$ cat src/rtl/dio_pkg.sv
// Contract
// - output image byte 0 bits 0..7 drive channels 1..8
// - output image byte 1 bits 0..7 drive channels 9..16
// - input image bytes 0..3 carry the 32-bit status word
// - input image byte 4 reports channels 1..8, channel 1 in bit 0
// - input image byte 5 reports channels 9..16, channel 9 in bit 0
// - status bits: 0 short, 1 output overload, 4 supply overload, 5 undervoltage
// - config byte 0 substitute mode: 0 low, 1 high, 2 hold, 3 pattern
// - config bytes 1..2 substitute pattern, used only in pattern mode
// - no direction parameters; channel direction follows use; the code drives all 16 channels in low, high and pattern substitution
// - driven outputs are echoed into the input image
// - connection requests accepted within 350 ms of power-up
// - cyclic exchange possible within 500 ms of power-up
// - only exclusive-owner connections update the outputs
package dio_pkg;
    localparam int unsigned CLK_HZ = 10_000_000;
    localparam int unsigned CONN_READY_MS = 350;
    localparam int unsigned XCHG_READY_MS = 500;
    localparam int unsigned CONN_READY_CYC = CLK_HZ / 1000 * CONN_READY_MS;
    localparam int unsigned XCHG_READY_CYC = CLK_HZ / 1000 * XCHG_READY_MS;
    localparam int CNT_W = 23;

    // ----------------------------------------------------------------
    // register map (byte addresses)
    // ----------------------------------------------------------------
    localparam logic [7:0] A_OUT_IMG = 8'h00;
    localparam logic [7:0] A_IN_STAT = 8'h04;
    localparam logic [7:0] A_IN_DATA = 8'h08;
    localparam logic [7:0] A_CFG = 8'h0c;
    localparam logic [7:0] A_CONN = 8'h10;
    localparam logic [7:0] A_IRQ_STAT = 8'h14;
    localparam logic [7:0] A_IRQ_MASK = 8'h18;
    localparam logic [7:0] A_READY = 8'h1c;

    localparam int B_SHORT = 0;
    localparam int B_OVLD = 1;
    localparam int B_SUP_OVLD = 4;
    localparam int B_UNDERV = 5;
    localparam logic [31:0] STAT_MASK = 32'h0000_0033;

    localparam logic [1:0] CONN_NONE = 2'h0;
    localparam logic [1:0] CONN_EXCL = 2'h1;
    localparam logic [1:0] CONN_INONLY = 2'h2;
    localparam logic [1:0] CONN_LISTEN = 2'h3;

    localparam logic [7:0] SUB_LOW = 8'h00;
    localparam logic [7:0] SUB_HIGH = 8'h01;
    localparam logic [7:0] SUB_HOLD = 8'h02;
    localparam logic [7:0] SUB_PAT = 8'h03;

    // irq bits: 0 conn ready, 1 exchange ready, 2 fault, 3 conn lost
    localparam int I_CREADY = 0;
    localparam int I_XREADY = 1;
    localparam int I_FAULT = 2;
    localparam int I_LOST = 3;
    localparam int IRQ_W = 4;

    typedef struct packed {
        logic [7:0] mode;
        logic [15:0] pattern;
    } dio_cfg_t;

    typedef struct packed {
        logic [31:0] prdata;
        logic pready;
        logic pslverr;
        logic [15:0] out_img;
        logic out_valid;
        logic [1:0] conn;
        dio_cfg_t cfg;
        logic [15:0] drive;
        logic [15:0] last;
        logic [15:0] used;
        logic [15:0] in_s1;
        logic [15:0] in_s2;
        logic [3:0] flt_s1;
        logic [3:0] flt_s2;
        logic [31:0] status;
        logic [IRQ_W-1:0] irq_stat;
        logic [IRQ_W-1:0] irq_mask;
        logic irq;
        logic [CNT_W-1:0] cnt;
        logic conn_ready;
        logic xchg_ready;
    } dio_state_t;
endpackage

$ cat src/rtl/dio_process_image.sv
`timescale 1ns/100ps
`default_nettype none
module dio_process_image (
    input wire logic pclk,
    input wire logic presetn,
    input wire logic psel,
    input wire logic penable,
    input wire logic pwrite,
    input wire logic [7:0] paddr,
    input wire logic [31:0] pwdata,
    output logic [31:0] prdata,
    output logic pready,
    output logic pslverr,
    input wire logic [15:0] pin_in,
    input wire logic flt_out_short,
    input wire logic flt_out_ovld,
    input wire logic flt_sup_ovld,
    input wire logic flt_sup_underv,
    output logic [15:0] pin_out,
    output logic [15:0] pin_oe,
    output logic conn_ready,
    output logic xchg_ready,
    output logic irq
);
    import dio_pkg::*;

    dio_state_t r;
    dio_state_t n;

    function automatic logic [15:0] subst(input dio_cfg_t c,
                                          input logic [15:0] last);
        case (c.mode)
            SUB_LOW: subst = 16'h0000;
            SUB_HIGH: subst = 16'hffff;
            SUB_HOLD: subst = last;
            SUB_PAT: subst = c.pattern;
            default: subst = 16'h0000;
        endcase
    endfunction

    // write refusal is decided in the setup cycle, so that pslverr already
    // stands in the access cycle in which the master samples it
    function automatic logic wr_err(input logic [7:0] a,
                                    input logic [7:0] mode,
                                    input logic ready);
        case (a)
            A_OUT_IMG, A_IN_STAT, A_IN_DATA: wr_err = 1'b0;
            A_IRQ_STAT, A_IRQ_MASK, A_READY: wr_err = 1'b0;
            A_CFG: wr_err = (mode > SUB_PAT);
            A_CONN: wr_err = !ready;
            default: wr_err = 1'b1;
        endcase
    endfunction

    logic wr;
    logic rd;
    logic [IRQ_W-1:0] ev;
    logic [15:0] echo;

    assign wr = psel && penable && pwrite;
    assign rd = psel && !penable && !pwrite;

    always_comb begin
        n = r;
        ev = '0;
        n.pready = psel && !penable;
        n.pslverr = 1'b0;
        // ------------------------------------------------------------
        // input synchronisers
        // ------------------------------------------------------------
        n.in_s1 = pin_in;
        n.in_s2 = r.in_s1;
        n.flt_s1 = {flt_sup_underv, flt_sup_ovld, flt_out_ovld,
                    flt_out_short};
        n.flt_s2 = r.flt_s1;
        n.status = '0;
        n.status[B_SHORT] = r.flt_s2[0];
        n.status[B_OVLD] = r.flt_s2[1];
        n.status[B_SUP_OVLD] = r.flt_s2[2];
        n.status[B_UNDERV] = r.flt_s2[3];
        if ((r.flt_s2 != 4'h0) && (r.status[5:0] != n.status[5:0])) begin
            ev[I_FAULT] = 1'b1;
        end
        // ------------------------------------------------------------
        // power-up readiness
        // ------------------------------------------------------------
        if (!r.xchg_ready) begin
            n.cnt = r.cnt + 1'b1;
        end
        if (r.cnt == CNT_W'(CONN_READY_CYC - 1) && !r.conn_ready) begin
            n.conn_ready = 1'b1;
            ev[I_CREADY] = 1'b1;
        end
        if (r.cnt == CNT_W'(XCHG_READY_CYC - 1)) begin
            n.xchg_ready = 1'b1;
            ev[I_XREADY] = 1'b1;
        end
        // ------------------------------------------------------------
        // register writes
        // ------------------------------------------------------------
        if (wr) begin
            case (paddr)
                A_OUT_IMG: begin
                    if (r.conn == CONN_EXCL && r.xchg_ready) begin
                        n.out_img = pwdata[15:0];
                        n.out_valid = 1'b1;
                        n.used = r.used | pwdata[15:0];
                    end
                end
                A_CFG: begin
                    n.cfg.mode = pwdata[7:0];
                    n.cfg.pattern = pwdata[23:8];
                    if (pwdata[7:0] > SUB_PAT) begin
                        n.cfg.mode = r.cfg.mode;
                        n.pslverr = 1'b1;
                    end
                end
                A_CONN: begin
                    if (!r.conn_ready) begin
                        n.pslverr = 1'b1;
                    end else begin
                        n.conn = pwdata[1:0];
                        if (pwdata[1:0] != CONN_EXCL) begin
                            n.out_valid = 1'b0;
                        end
                        if (r.conn == CONN_EXCL && pwdata[1:0] != CONN_EXCL) begin
                            ev[I_LOST] = 1'b1;
                        end
                    end
                end
                A_IRQ_STAT: n.irq_stat = r.irq_stat & ~pwdata[IRQ_W-1:0];
                A_IRQ_MASK: n.irq_mask = pwdata[IRQ_W-1:0];
                A_IN_STAT, A_IN_DATA, A_READY: ;
                default: n.pslverr = 1'b1;
            endcase
        end
        // set beats clear
        n.irq_stat = n.irq_stat | ev;
        n.irq = |(n.irq_stat & r.irq_mask);
        // ------------------------------------------------------------
        // output drive
        // ------------------------------------------------------------
        if (r.out_valid) begin
            n.drive = r.out_img;
            n.last = r.out_img;
        end else begin
            n.drive = subst(r.cfg, r.last);
            n.used = (r.cfg.mode == SUB_HOLD) ? r.used : 16'hffff;
        end
        echo = (r.used & r.drive) | (~r.used & r.in_s2);
        // ------------------------------------------------------------
        // register reads
        // ------------------------------------------------------------
        n.prdata = '0;
        if (rd) begin
            case (paddr)
                A_OUT_IMG: n.prdata = {16'h0000, r.out_img};
                A_IN_STAT: n.prdata = r.status & STAT_MASK;
                A_IN_DATA: n.prdata = {16'h0000, echo};
                A_CFG: n.prdata = {8'h00, r.cfg.pattern, r.cfg.mode};
                A_CONN: n.prdata = {30'h0, r.conn};
                A_IRQ_STAT: n.prdata = {28'h0, r.irq_stat};
                A_IRQ_MASK: n.prdata = {28'h0, r.irq_mask};
                A_READY: n.prdata = {30'h0, r.xchg_ready, r.conn_ready};
                default: n.pslverr = 1'b1;
            endcase
        end
        if (!(psel && !penable)) begin
            n.prdata = r.prdata;
            n.pslverr = r.pslverr;
        end
        if (psel && !penable && pwrite) begin
            n.pslverr = wr_err(paddr, pwdata[7:0], r.conn_ready);
        end
    end

    always_ff @(posedge pclk or negedge presetn) begin
        if (!presetn) begin
            r <= '0;
        end else begin
            r <= n;
        end
    end

    assign prdata = r.prdata;
    assign pready = r.pready;
    assign pslverr = r.pslverr;
    assign pin_out = r.drive;
    assign pin_oe = r.used;
    assign conn_ready = r.conn_ready;
    assign xchg_ready = r.xchg_ready;
    assign irq = r.irq;

    // ----------------------------------------------------------------
    // checks
    // ----------------------------------------------------------------
    AST_OUT_FOLLOWS: assert property (@(posedge pclk) disable iff (!presetn)
        r.out_valid |=> pin_out == $past(r.out_img))
        else $error("outputs do not follow output image");
    AST_SUB_LOW: assert property (@(posedge pclk) disable iff (!presetn)
        !r.out_valid && r.cfg.mode == SUB_LOW
        |=> pin_out == 16'h0000)
        else $error("low substitute not applied");
    AST_STAT_RSV: assert property (@(posedge pclk) disable iff (!presetn)
        (r.status & ~STAT_MASK) == 32'h0)
        else $error("reserved status bit set");
    AST_STAT_MAP: assert property (@(posedge pclk) disable iff (!presetn)
        r.status[B_UNDERV] == $past(r.flt_s2[3]))
        else $error("undervoltage not mapped to bit 5");
    AST_SUB_PAT: assert property (@(posedge pclk) disable iff (!presetn)
        !r.out_valid && r.cfg.mode == SUB_PAT
        |=> pin_out == $past(r.cfg.pattern))
        else $error("pattern substitute wrong");
    AST_SUB_HOLD: assert property (@(posedge pclk) disable iff (!presetn)
        !r.out_valid && r.cfg.mode == SUB_HOLD
        |=> pin_out == $past(r.last))
        else $error("hold substitute wrong");
    AST_NONOWNER: assert property (@(posedge pclk) disable iff (!presetn)
        r.conn != CONN_EXCL |=> !r.out_valid || $past(wr))
        else $error("non-owner connection drove outputs");
    AST_CREADY: assert property (@(posedge pclk) disable iff (!presetn)
        $rose(r.conn_ready) |-> $past(r.cnt) == CNT_W'(CONN_READY_CYC - 1))
        else $error("connection ready at wrong time");
    AST_XREADY: assert property (@(posedge pclk) disable iff (!presetn)
        $rose(r.xchg_ready) |-> r.conn_ready)
        else $error("exchange ready before connection ready");
    AST_IRQ: assert property (@(posedge pclk) disable iff (!presetn)
        r.irq |-> $past(|(r.irq_stat | ev)))
        else $error("irq without status");
endmodule
`default_nettype wire

$ cat config.mk
export PLATFORM = sky130hd
export DESIGN_NAME = dio_process_image
export DESIGN_NICKNAME = d
export VERILOG_FILES = /design/src/rtl/dio_pkg.sv /design/src/rtl/dio_process_image.sv
export SDC_FILE = /design/constraint.sdc
export NUM_CORES = 1
export LEC_CHECK = 0
export BUFFER_PORTS_ARGS = -buffer_cell sky130_fd_sc_hd__buf_2
export CAP_MARGIN = 20
export CORE_UTILIZATION = 40
export DETAILED_ROUTE_END_ITERATION = 8
export REMOVE_ABC_BUFFERS = 1
export SETUP_SLACK_MARGIN = 0.4
export SYNTH_ARGS = -nofsm -noshare
export SYNTH_HDL_FRONTEND = slang
export SYNTH_SLANG_ARGS = --single-unit
$ cat constraint.sdc
create_clock -name pclk -period 4.5 [get_ports pclk]
set_input_delay 0.9 -clock pclk [delete_from_list [all_inputs] [get_ports pclk]]
set_output_delay 0.9 -clock pclk [all_outputs]
set_load 0.1 [all_outputs]
# Yosys cells after proc, flatten, opt, wreduce, memory -nomap -nowiden
# Cells that the tools add are included.
[word_totals]
wordCells = 118
regBits = 203
[op_classes]
bitwise_logic = 10
n_reduce_logical = 26
add_sub_neg = 1
mux = 36
eq_ne = 22
n_lt_le_gt_ge = 1
[ops]
columns = ["op", "n"]
rows = [
  ["24-bit case mux with 8 select lines", 1],
  ["16-bit two-way mux", 7],
  ["24-bit two-way mux", 2],
  ["16-bit case mux with 3 select lines", 1],
  ["44-bit two-way mux", 1],
  ["16-bit bitwise AND", 2],
  ["8-bit by 5-bit equality test with 1-bit output (second input constant)", 4],
  ["16-bit OR", 2],
  ["23-bit by 1-bit adder with 23-bit output (second input constant)", 1],
  ["23-bit by 22-bit equality test with 1-bit output (second input constant)", 1],
  ["23-bit equality test (second input constant)", 1],
  ["17-bit two-way mux", 1],
  ["8-bit by 2-bit equality test with 1-bit output (second input constant)", 2],
  ["8-bit by 4-bit equality test with 1-bit output (second input constant)", 2],
  ["8-bit two-way mux", 2],
  ["16-bit NOT", 1],
  ["1-bit two-way mux", 14],
  ["1-bit logical AND", 9],
  ["3-bit AND reduction", 3],
  ["4-bit bitwise AND", 2],
  ["8-bit by 1-bit equality test with 1-bit output (second input constant)", 1],
  ["8-bit by 3-bit equality test with 1-bit output (second input constant)", 1],
  ["8-bit by 2-bit > comparator with 1-bit output (second input constant)", 1],
  ["8-bit zero test", 1],
  ["21 further kinds", 33],
]

# Longest topological paths before layout
# Gate-level depths: netlist (run 1).
[depth]
ltp_word = 9
ltp_mapped = 8

# Least setup slack after synthesis (run 1)
# OpenSTA, ideal clock, no wires.
[synth_path]
kind = "input to register"
startpoint = "input port paddr[1]"
endpoint = "register r[188] (netlist name)"
setup_time_ps = 125
arrival_time_ps = 2805
stages = 6
required_time_ps = 4375
slack_ps = 1571
path_cell_list = "or4_1 > or2_1 > buf_6 > nor4_4 > buf_4 > mux2_2"
[synth_between]
elab_chain_len = 2
[synth_rtl]
columns = ["element", "line", "rtl"]
rows = [
  ["start: declaration", "dio_process_image.sv:9", "input wire logic [7:0] paddr,"],
  ["8-bit zero test", "dio_process_image.sv:102", "case (paddr)"],
  ["3-bit AND reduction (no line)", "n/a", ""],
  ["end signal: assignment", "dio_process_image.sv:181", "r <= n;"],
  ["end: declaration", "dio_process_image.sv:27", "dio_state_t r;"],
]
# Every way passes these cells.
# A chain may end at the register's enable or synchronous reset.

# Final worst setup path (run 1)
[layout_path]
startpoint = "input port paddr[1]"
endpoint = "register r, in the netlist prdata[10]"
[layout_between]
elab_chain_len = 3
[layout_rtl]
columns = ["element", "line", "rtl"]
rows = [
  ["8-bit by 5-bit equality test with 1-bit output (tied with other cells)", "dio_process_image.sv:156", "case (paddr)"],
  ["24-bit case mux with 8 select lines *", "dio_process_image.sv:156", ""],
  ["24-bit two-way mux *", "dio_process_image.sv:155", "if (rd) begin"],
]
# Mark *: on every way between the ends. The rest lies on a longest branch, timed or not.

==> impl_metrics.json, run 1 <==
{
  "syn_inst": 713,
  "fmax_ghz": 0.338,
  "numPortBuffers": 117,
  "clkSlewWorstSetupHoldPaths_ns": 0.07,
  "setup_violations": 0,
  "dp_cells": 1020,
  "synth-seq-cells": 195,
  "worstPathMaxFanout": 12,
  "layout_commonest_cell": "dfrtp_1",
  "synth_cell_type_count": 54,
  "synth_compound_area_frac": 0.107,
  "dp_slack_ns": 1.07,
  "async_reset_ff_frac": 1.00,
  "drt-total-wl_um": 19000,
  "gr-total-overflow": 0,
  "tightest_slew_ns": 0.954,
  "post_cts_resized": 0,
  "dpl.hpwl_um": 12600,
  "first_pass_iters": 5,
  "final_antenna_net_count": 0,
  "dieHeight_um": 146,
  "crit_type": "input pin to flop",
  "grt_pass1_wl_um": 30800,
  "fin_cells": 1051,
  "fin_skew_ns": 0.00896,
  "netlist_area_um2": 8320,
  "fin_setup_tns_ns": 0,
  "required_ns": 4.83,
  "critical_path.max_stage_delay_ns": 0.58,
  "rows": 52,
  "via_count": 5388,
  "most-common-layout-cells": "dfrtp_1, buf_2, nand2_1",
  "cts_setup_buffers": 0,
  "crit_arrival_ns": 3.29,
  "num_io_pins": 134,
  "synth_top_family_by_area": "compound AO/OA/AOI/OAI gates",
  "cts_htree_levels": 4,
  "finalHoldViolations": 0,
  "start_util": 0.410,
  "area_delta_synth_final_pct": 11.8,
  "cts_tree": "yes",
  "worst_slack_ns": 1.54,
  "die_x_um": 146,
  "synth_mux_area_frac": 0.0852,
  "end_kind": "flop",
  "min_path_type": "flop to flop",
  "syn_area_per_cell_um2": 11.7,
  "grt_usage": 0.190,
  "maxCapViolations": 0,
  "finalPower_mw": 3.43,
  "cp-start-kind": "input pin",
  "fin_crit_sh": 0.658,
  "leakage_nw": 4.40,
  "synth-simple-area-share": 0.107,
  "rsz0062_at_grt": "false",
  "power.density_nw_per_um2": 369,
  "path_cells": "buf_2, or4_1, or2_1, nor3_1, nand2_1, o21ai_0",
  "slew_headroom": 0.364,
  "synthXorXnorAreaFrac": 0.0274,
  "slowest_stage": "or4_1",
  "grt_pass1_vias": 5528,
  "period_needed_ns": 2.96,
  "fp.dieArea_um2": 21400,
  "synth_flop_cell": "dfrtp_1",
  "drt_iter0_drc": 316,
  "numCtsBuffers": 17,
  "peakVddDrop_uv": 239,
  "cts_root_buf": "clkbuf_16",
  "yosys_warnings": 0,
  "nets": 835,
  "grt_max_degree": 119,
  "slew_violations": 0,
  "synthAdderAreaFrac": 0.00150,
  "drive_above_1_share": 0.263,
  "viasPerCell": 5.13,
  "clock-sinks": 195,
  "place_congestion": 0.784,
  "antenna_found_initial": 3,
  "synth_edf_count": 0,
  "wl_per_cell_um": 18.0,
  "status": "complete, no violations",
  "coreArea_um2": 20300,
  "clockBufferDepth": 2,
  "clock_latency_ns": 0.42,
  "yosysSeqAreaShare": 0.586,
  "drcViolationCount": 0,
  "cts-hold-fix-buffers": 0
}
## sequential cells by signal (all words and copies together) (netlist names)
signal	flops
n	24
prdata	24
pready	1
pslverr	1
pin_out	16
conn_ready	1
r	110
irq	1
pin_oe	16
xchg_ready	1
## cell usage after synthesis, drive strengths merged, types with 2 or more instances
| cell type | count | share of area |
|---|---|---|
| a211o | 16 | 0.017 |
| a21oi | 21 | 0.013 |
| a221oi | 4 | 0.0042 |
| a22o | 8 | 0.0084 |
| a22oi | 14 | 0.013 |
| and2 | 8 | 0.0060 |
| and3 | 3 | 0.0023 |
| buf | 70 | 0.064 |
| clkbuf | 24 | 0.011 |
| dfrtp | 195 | 0.59 |
| inv | 22 | 0.0099 |
| mux2 | 43 | 0.058 |
| mux2i | 18 | 0.022 |
| mux4 | 2 | 0.0054 |
| nand2 | 65 | 0.029 |
| nand2b | 7 | 0.0053 |
| nand3 | 9 | 0.0054 |
| nand4 | 8 | 0.0060 |
| nand4b | 2 | 0.0021 |
| nor2 | 35 | 0.016 |
| nor2b | 4 | 0.0030 |
| nor3 | 10 | 0.0060 |
| nor4 | 7 | 0.0089 |
| o211ai | 4 | 0.0036 |
| o21ai | 43 | 0.026 |
| o31ai | 17 | 0.015 |
| or2 | 5 | 0.0038 |
| or3 | 2 | 0.0015 |
| or4 | 4 | 0.0036 |
| xnor2 | 13 | 0.014 |
| xor2 | 13 | 0.014 |
## cells by family (layout without fill, tap and decap cells)
logic type      after synthesis  after routing
compound gates              135            135
xor+xnor                     26             26
fa+ha+maj                     1              1
buf+inv                     116            176
flops                       195            195
mux                          63             63
other cells                   1              9
simple gates                176            176
## path summary, 6_finish.rpt
kind                               startpoint                      to  slack, ns  depth (start not counted)
max                                  paddr[1]  prdata[10]$_DFFE_PN0P_       1.54                          6
min reg2reg                   n[75]$_DFF_PN0_         r[75]$_DFF_PN0_       0.35                          0
min in group asynchronous             presetn  prdata[23]$_DFFE_PN0P_       0.58                          1
min                           n[75]$_DFF_PN0_         r[75]$_DFF_PN0_       0.35                          0
max reg2reg                r[174]$_DFFE_PN0P_    pin_out[4]$_DFF_PN0_       2.27                          3
max in group asynchronous             presetn     pslverr$_DFFE_PN0P_       2.98                          2
## power breakdown
group,internal (mW),total (mW),switching [mW]
Sequential,1.78,1.79,0.0115
Clock,0.836,1.49,0.656
Combinational,0.0342,0.153,0.119
## critical path: cells and delay by family
family / cells / cell delay [ns]
simple gates: 4 / 1.98
compound gates: 1 / 0.30
buf+inv: 1 / 0.09
## metal layers
metal / vias up / part of all wire / track usage
li1: 2523 / - / -
met4: 4 / 0.0043 / 0.0469
met2: 152 / 0.49 / 0.301
met5: - / 0.0014 / 0
met3: 10 / 0.056 / 0.0469
met1: 2699 / 0.45 / 0.261
## area by class of cell
class	instances	area [um2]
clock inverters	10	125
fillers	1911	11000
flip-flops and latches	195	4880
clock buffers	20	447
multi-input cells	409	2770
repair buffers	124	667
well taps	270	338
inverters	22	82.6
diodes	1	2.50
## stage by stage
stage,util,hold slack (ns),instance area [um2]
CTS,0.459,0.349,9310
detailed placement,0.430,0.335,8740
finish,0.459,0.346,9310
global route,0.459,0.354,9310
global placement,0.430,0.333,8720
floorplan,-,0.331,7720
Note: power is estimated with default switching activity, not from simulation.
==> run 2: changes to the inputs <==
- ABC_AREA: default -> 1
- clock period: 4.5 -> 2.7 ns (I/O delays scaled with it)
==> impl_metrics.json, run 2 <==
{
  "start_util": 0.409,
  "yosysSeqAreaShare": 0.544,
  "final_antenna_net_count": 0,
  "largest_reg_flops": 110,
  "coreArea_um2": 21900,
  "cts-hold-fix-buffers": 0,
  "cts_root_buf": "clkbuf_16",
  "use_met3": 0.0383,
  "met2_usage": 0.322,
  "internal-power_mw": 4.47,
  "grt_util_met1": 0.286,
  "nFillCells": 2202,
  "power.switching_mw": 1.50,
  "drt-total-wl_um": 22300,
  "layout_commonest_cell": "nand2_1",
  "fin_crit_sh": 0.803,
  "clock-sinks": 195,
  "switching_share": 0.252,
  "dp_slack_ns": 0.602,
  "post_cts_resized": 0,
  "required_ns": 2.16,
  "grt_usage": 0.205,
  "synth_edf_count": 0,
  "crit_arrival_ns": 1.63,
  "busiest_layer": "met2",
  "rows": 54,
  "timing.hold.ws_ns": 0.0153,
  "cts_setup_buffers": 0,
  "maxCapViolations": 0,
  "async_reset_ff_frac": 1.00,
  "path_cells": "buf_2",
  "slew_headroom": 0.536,
  "synthTopCellsByCount": "nand2_1, dfrtp_1, nand3_1",
  "critical_path.max_stage_delay_ns": 0.67,
  "final_core_util": 0.460,
  "slowest_stage": "dfrtp_1",
  "period_needed_ns": 2.17,
  "slew_violations": 0,
  "num_io_pins": 134,
  "cp_top_family": "flip-flops",
  "leakage_nw": 5.47,
  "fmax_ghz": 0.461,
  "place_congestion": 0.888,
  "first_pass_iters": 5,
  "netlist_area_um2": 8960,
  "clkSlewWorstSetupHoldPaths_ns": 0.08,
  "cts_tree": "yes",
  "synth_flop_cell": "dfrtp_1",
  "r2r_start": "r[175]$_DFFE_PN0P_",
  "numCtsBuffers": 17,
  "grt_pass1_vias": 6611,
  "syn_area_per_cell_um2": 8.45,
  "regMostFlops": "r",
  "clockPowerShare": 0.454,
  "peakVddDrop_uv": 416,
  "crit_type": "flop to primary output",
  "cts_htree_levels": 4,
  "yosys_warnings": 0,
  "viasPerCell": 4.87,
  "min_path_type": "input pin to async pin",
  "nets": 1193,
  "status": "complete, no violations",
  "synth.most_common_cell": "nand2_1",
  "synth-seq-cells": 195,
  "via_count": 6927,
  "numPortBuffers": 117,
  "die_x_um": 152,
  "gr-total-overflow": 0,
  "area_delta_synth_final_pct": 12.4,
  "worst_slack_ns": 0.533,
  "drt_iter0_drc": 482,
  "fin_setup_tns_ns": 0,
  "setup_violations": 0,
  "end_kind": "primary output",
  "grt_max_degree": 65,
  "drcViolationCount": 0,
  "fin_skew_ns": 0.00876,
  "drive_above_1_share": 0.165,
  "cp-start-kind": "flop",
  "most-common-layout-cells": "nand2_1, dfrtp_1, nand3_1",
  "cp-startpoint": "xchg_ready$_DFFE_PN0P_",
  "dpl.hpwl_um": 15300,
  "yosysTopAreaCellShare": 0.544,
  "rsz0062_at_grt": "false",
  "synth_top_cell_by_area": "dfrtp_1",
  "worst-path-buf-inv": 1,
  "synth_area_leaders": "dfrtp_1, nand2_1, nand3_1",
  "clockBufferDepth": 2,
  "tightest_slew_ns": 0.695,
  "fp.dieArea_um2": 23000,
  "dieHeight_um": 152,
  "syn_inst": 1061,
  "power.density_nw_per_um2": 593,
  "finalPower_mw": 5.97,
  "clock_latency_ns": 0.44,
  "synth_cell_type_count": 34,
  "p_comb_frac": 0.048,
  "seq_power_share": 0.499,
  "antenna_found_initial": 3,
  "grt_pass1_wl_um": 35300,
  "finalHoldViolations": 0,
  "worstPathMaxFanout": 12,
  "wl_per_cell_um": 15.7
}
run 2: worst paths after layout:
path / slack, ns / cells past startpoint / endpoint
max reg2reg: 0.61 / 7 / pin_out[2]$_DFF_PN0_
min reg2reg: 0.35 / 0 / r[88]$_DFF_PN0_
min in group pclk: 0.20 / 1 / n[85]$_DFF_PN0_
max: 0.53 / 1 / xchg_ready
max in group asynchronous: 1.93 / 2 / r[21]$_DFFE_PN0N_
min: 0.02 / 1 / pin_oe[13]$_DFFE_PN0P_
run 2: power groups by stage:
| stage | clock, mW | sequential (mW) | combinational, mW |
|---|---|---|---|
| 2_1_floorplan | 0 | 3.06 | 0.104 |
| 3_3_place_gp | 0 | 3.04 | 0.288 |
| 3_5_place_dp | 0 | 3.04 | 0.289 |
| 4_1_cts | 2.76 | 2.98 | 0.290 |
| 5_1_grt | 2.88 | 2.98 | 0.313 |
| 6_report | 2.71 | 2.98 | 0.284 |
run 2: layout make-up:
| type | count | area [um2] | share of cell area |
|---|---|---|---|
| sequential | 195 | 4880 | 0.484 |
| multi-input combinational | 686 | 3110 | 0.309 |
| timing repair buffer | 135 | 754 | 0.0749 |
| clock buffer | 18 | 439 | 0.0436 |
| tap | 280 | 350 | 0.0348 |
| inverter | 92 | 348 | 0.0345 |
| clock inverter | 14 | 189 | 0.0187 |
| antenna | 2 | 5.00 | 0.000497 |
run 2: worst register-to-register path, delay by kind of cell, from the launching register on:
| kind | cells | cell delay [ns] |
|---|---|---|
| flip-flops | 1 | 0.37 |
| buffers and inverters | 1 | 0.08 |
| AND/OR/NAND/NOR | 6 | 1.58 |
run 2: cell families after synthesis:
kind of cell	after synthesis	synth area share
simple gates	588	0.281
flops	195	0.544
buf+inv	187	0.111
compound gates	73	0.0458
xor+xnor	16	0.0156
fa+ha+maj	1	0.00140
other cells	1	0.000418
run 2: per-layer routing:
layer  share of wire  vias to the layer above  wire (um)
li1                -                     3416          -
met1            0.46                     3304      10400
met2            0.46                      181      10400
met3           0.057                       24       1280
met4           0.014                        2        312
met5         0.00058                        -         13
run 2: metrics by stage:
step                      std cells  cell area, um2
after floorplan                 973            8340
after global placement         1388            9440
after detailed placement       1388            9440
after CTS                      1420           10100
after global routing           1420           10100
final                          1422           10100
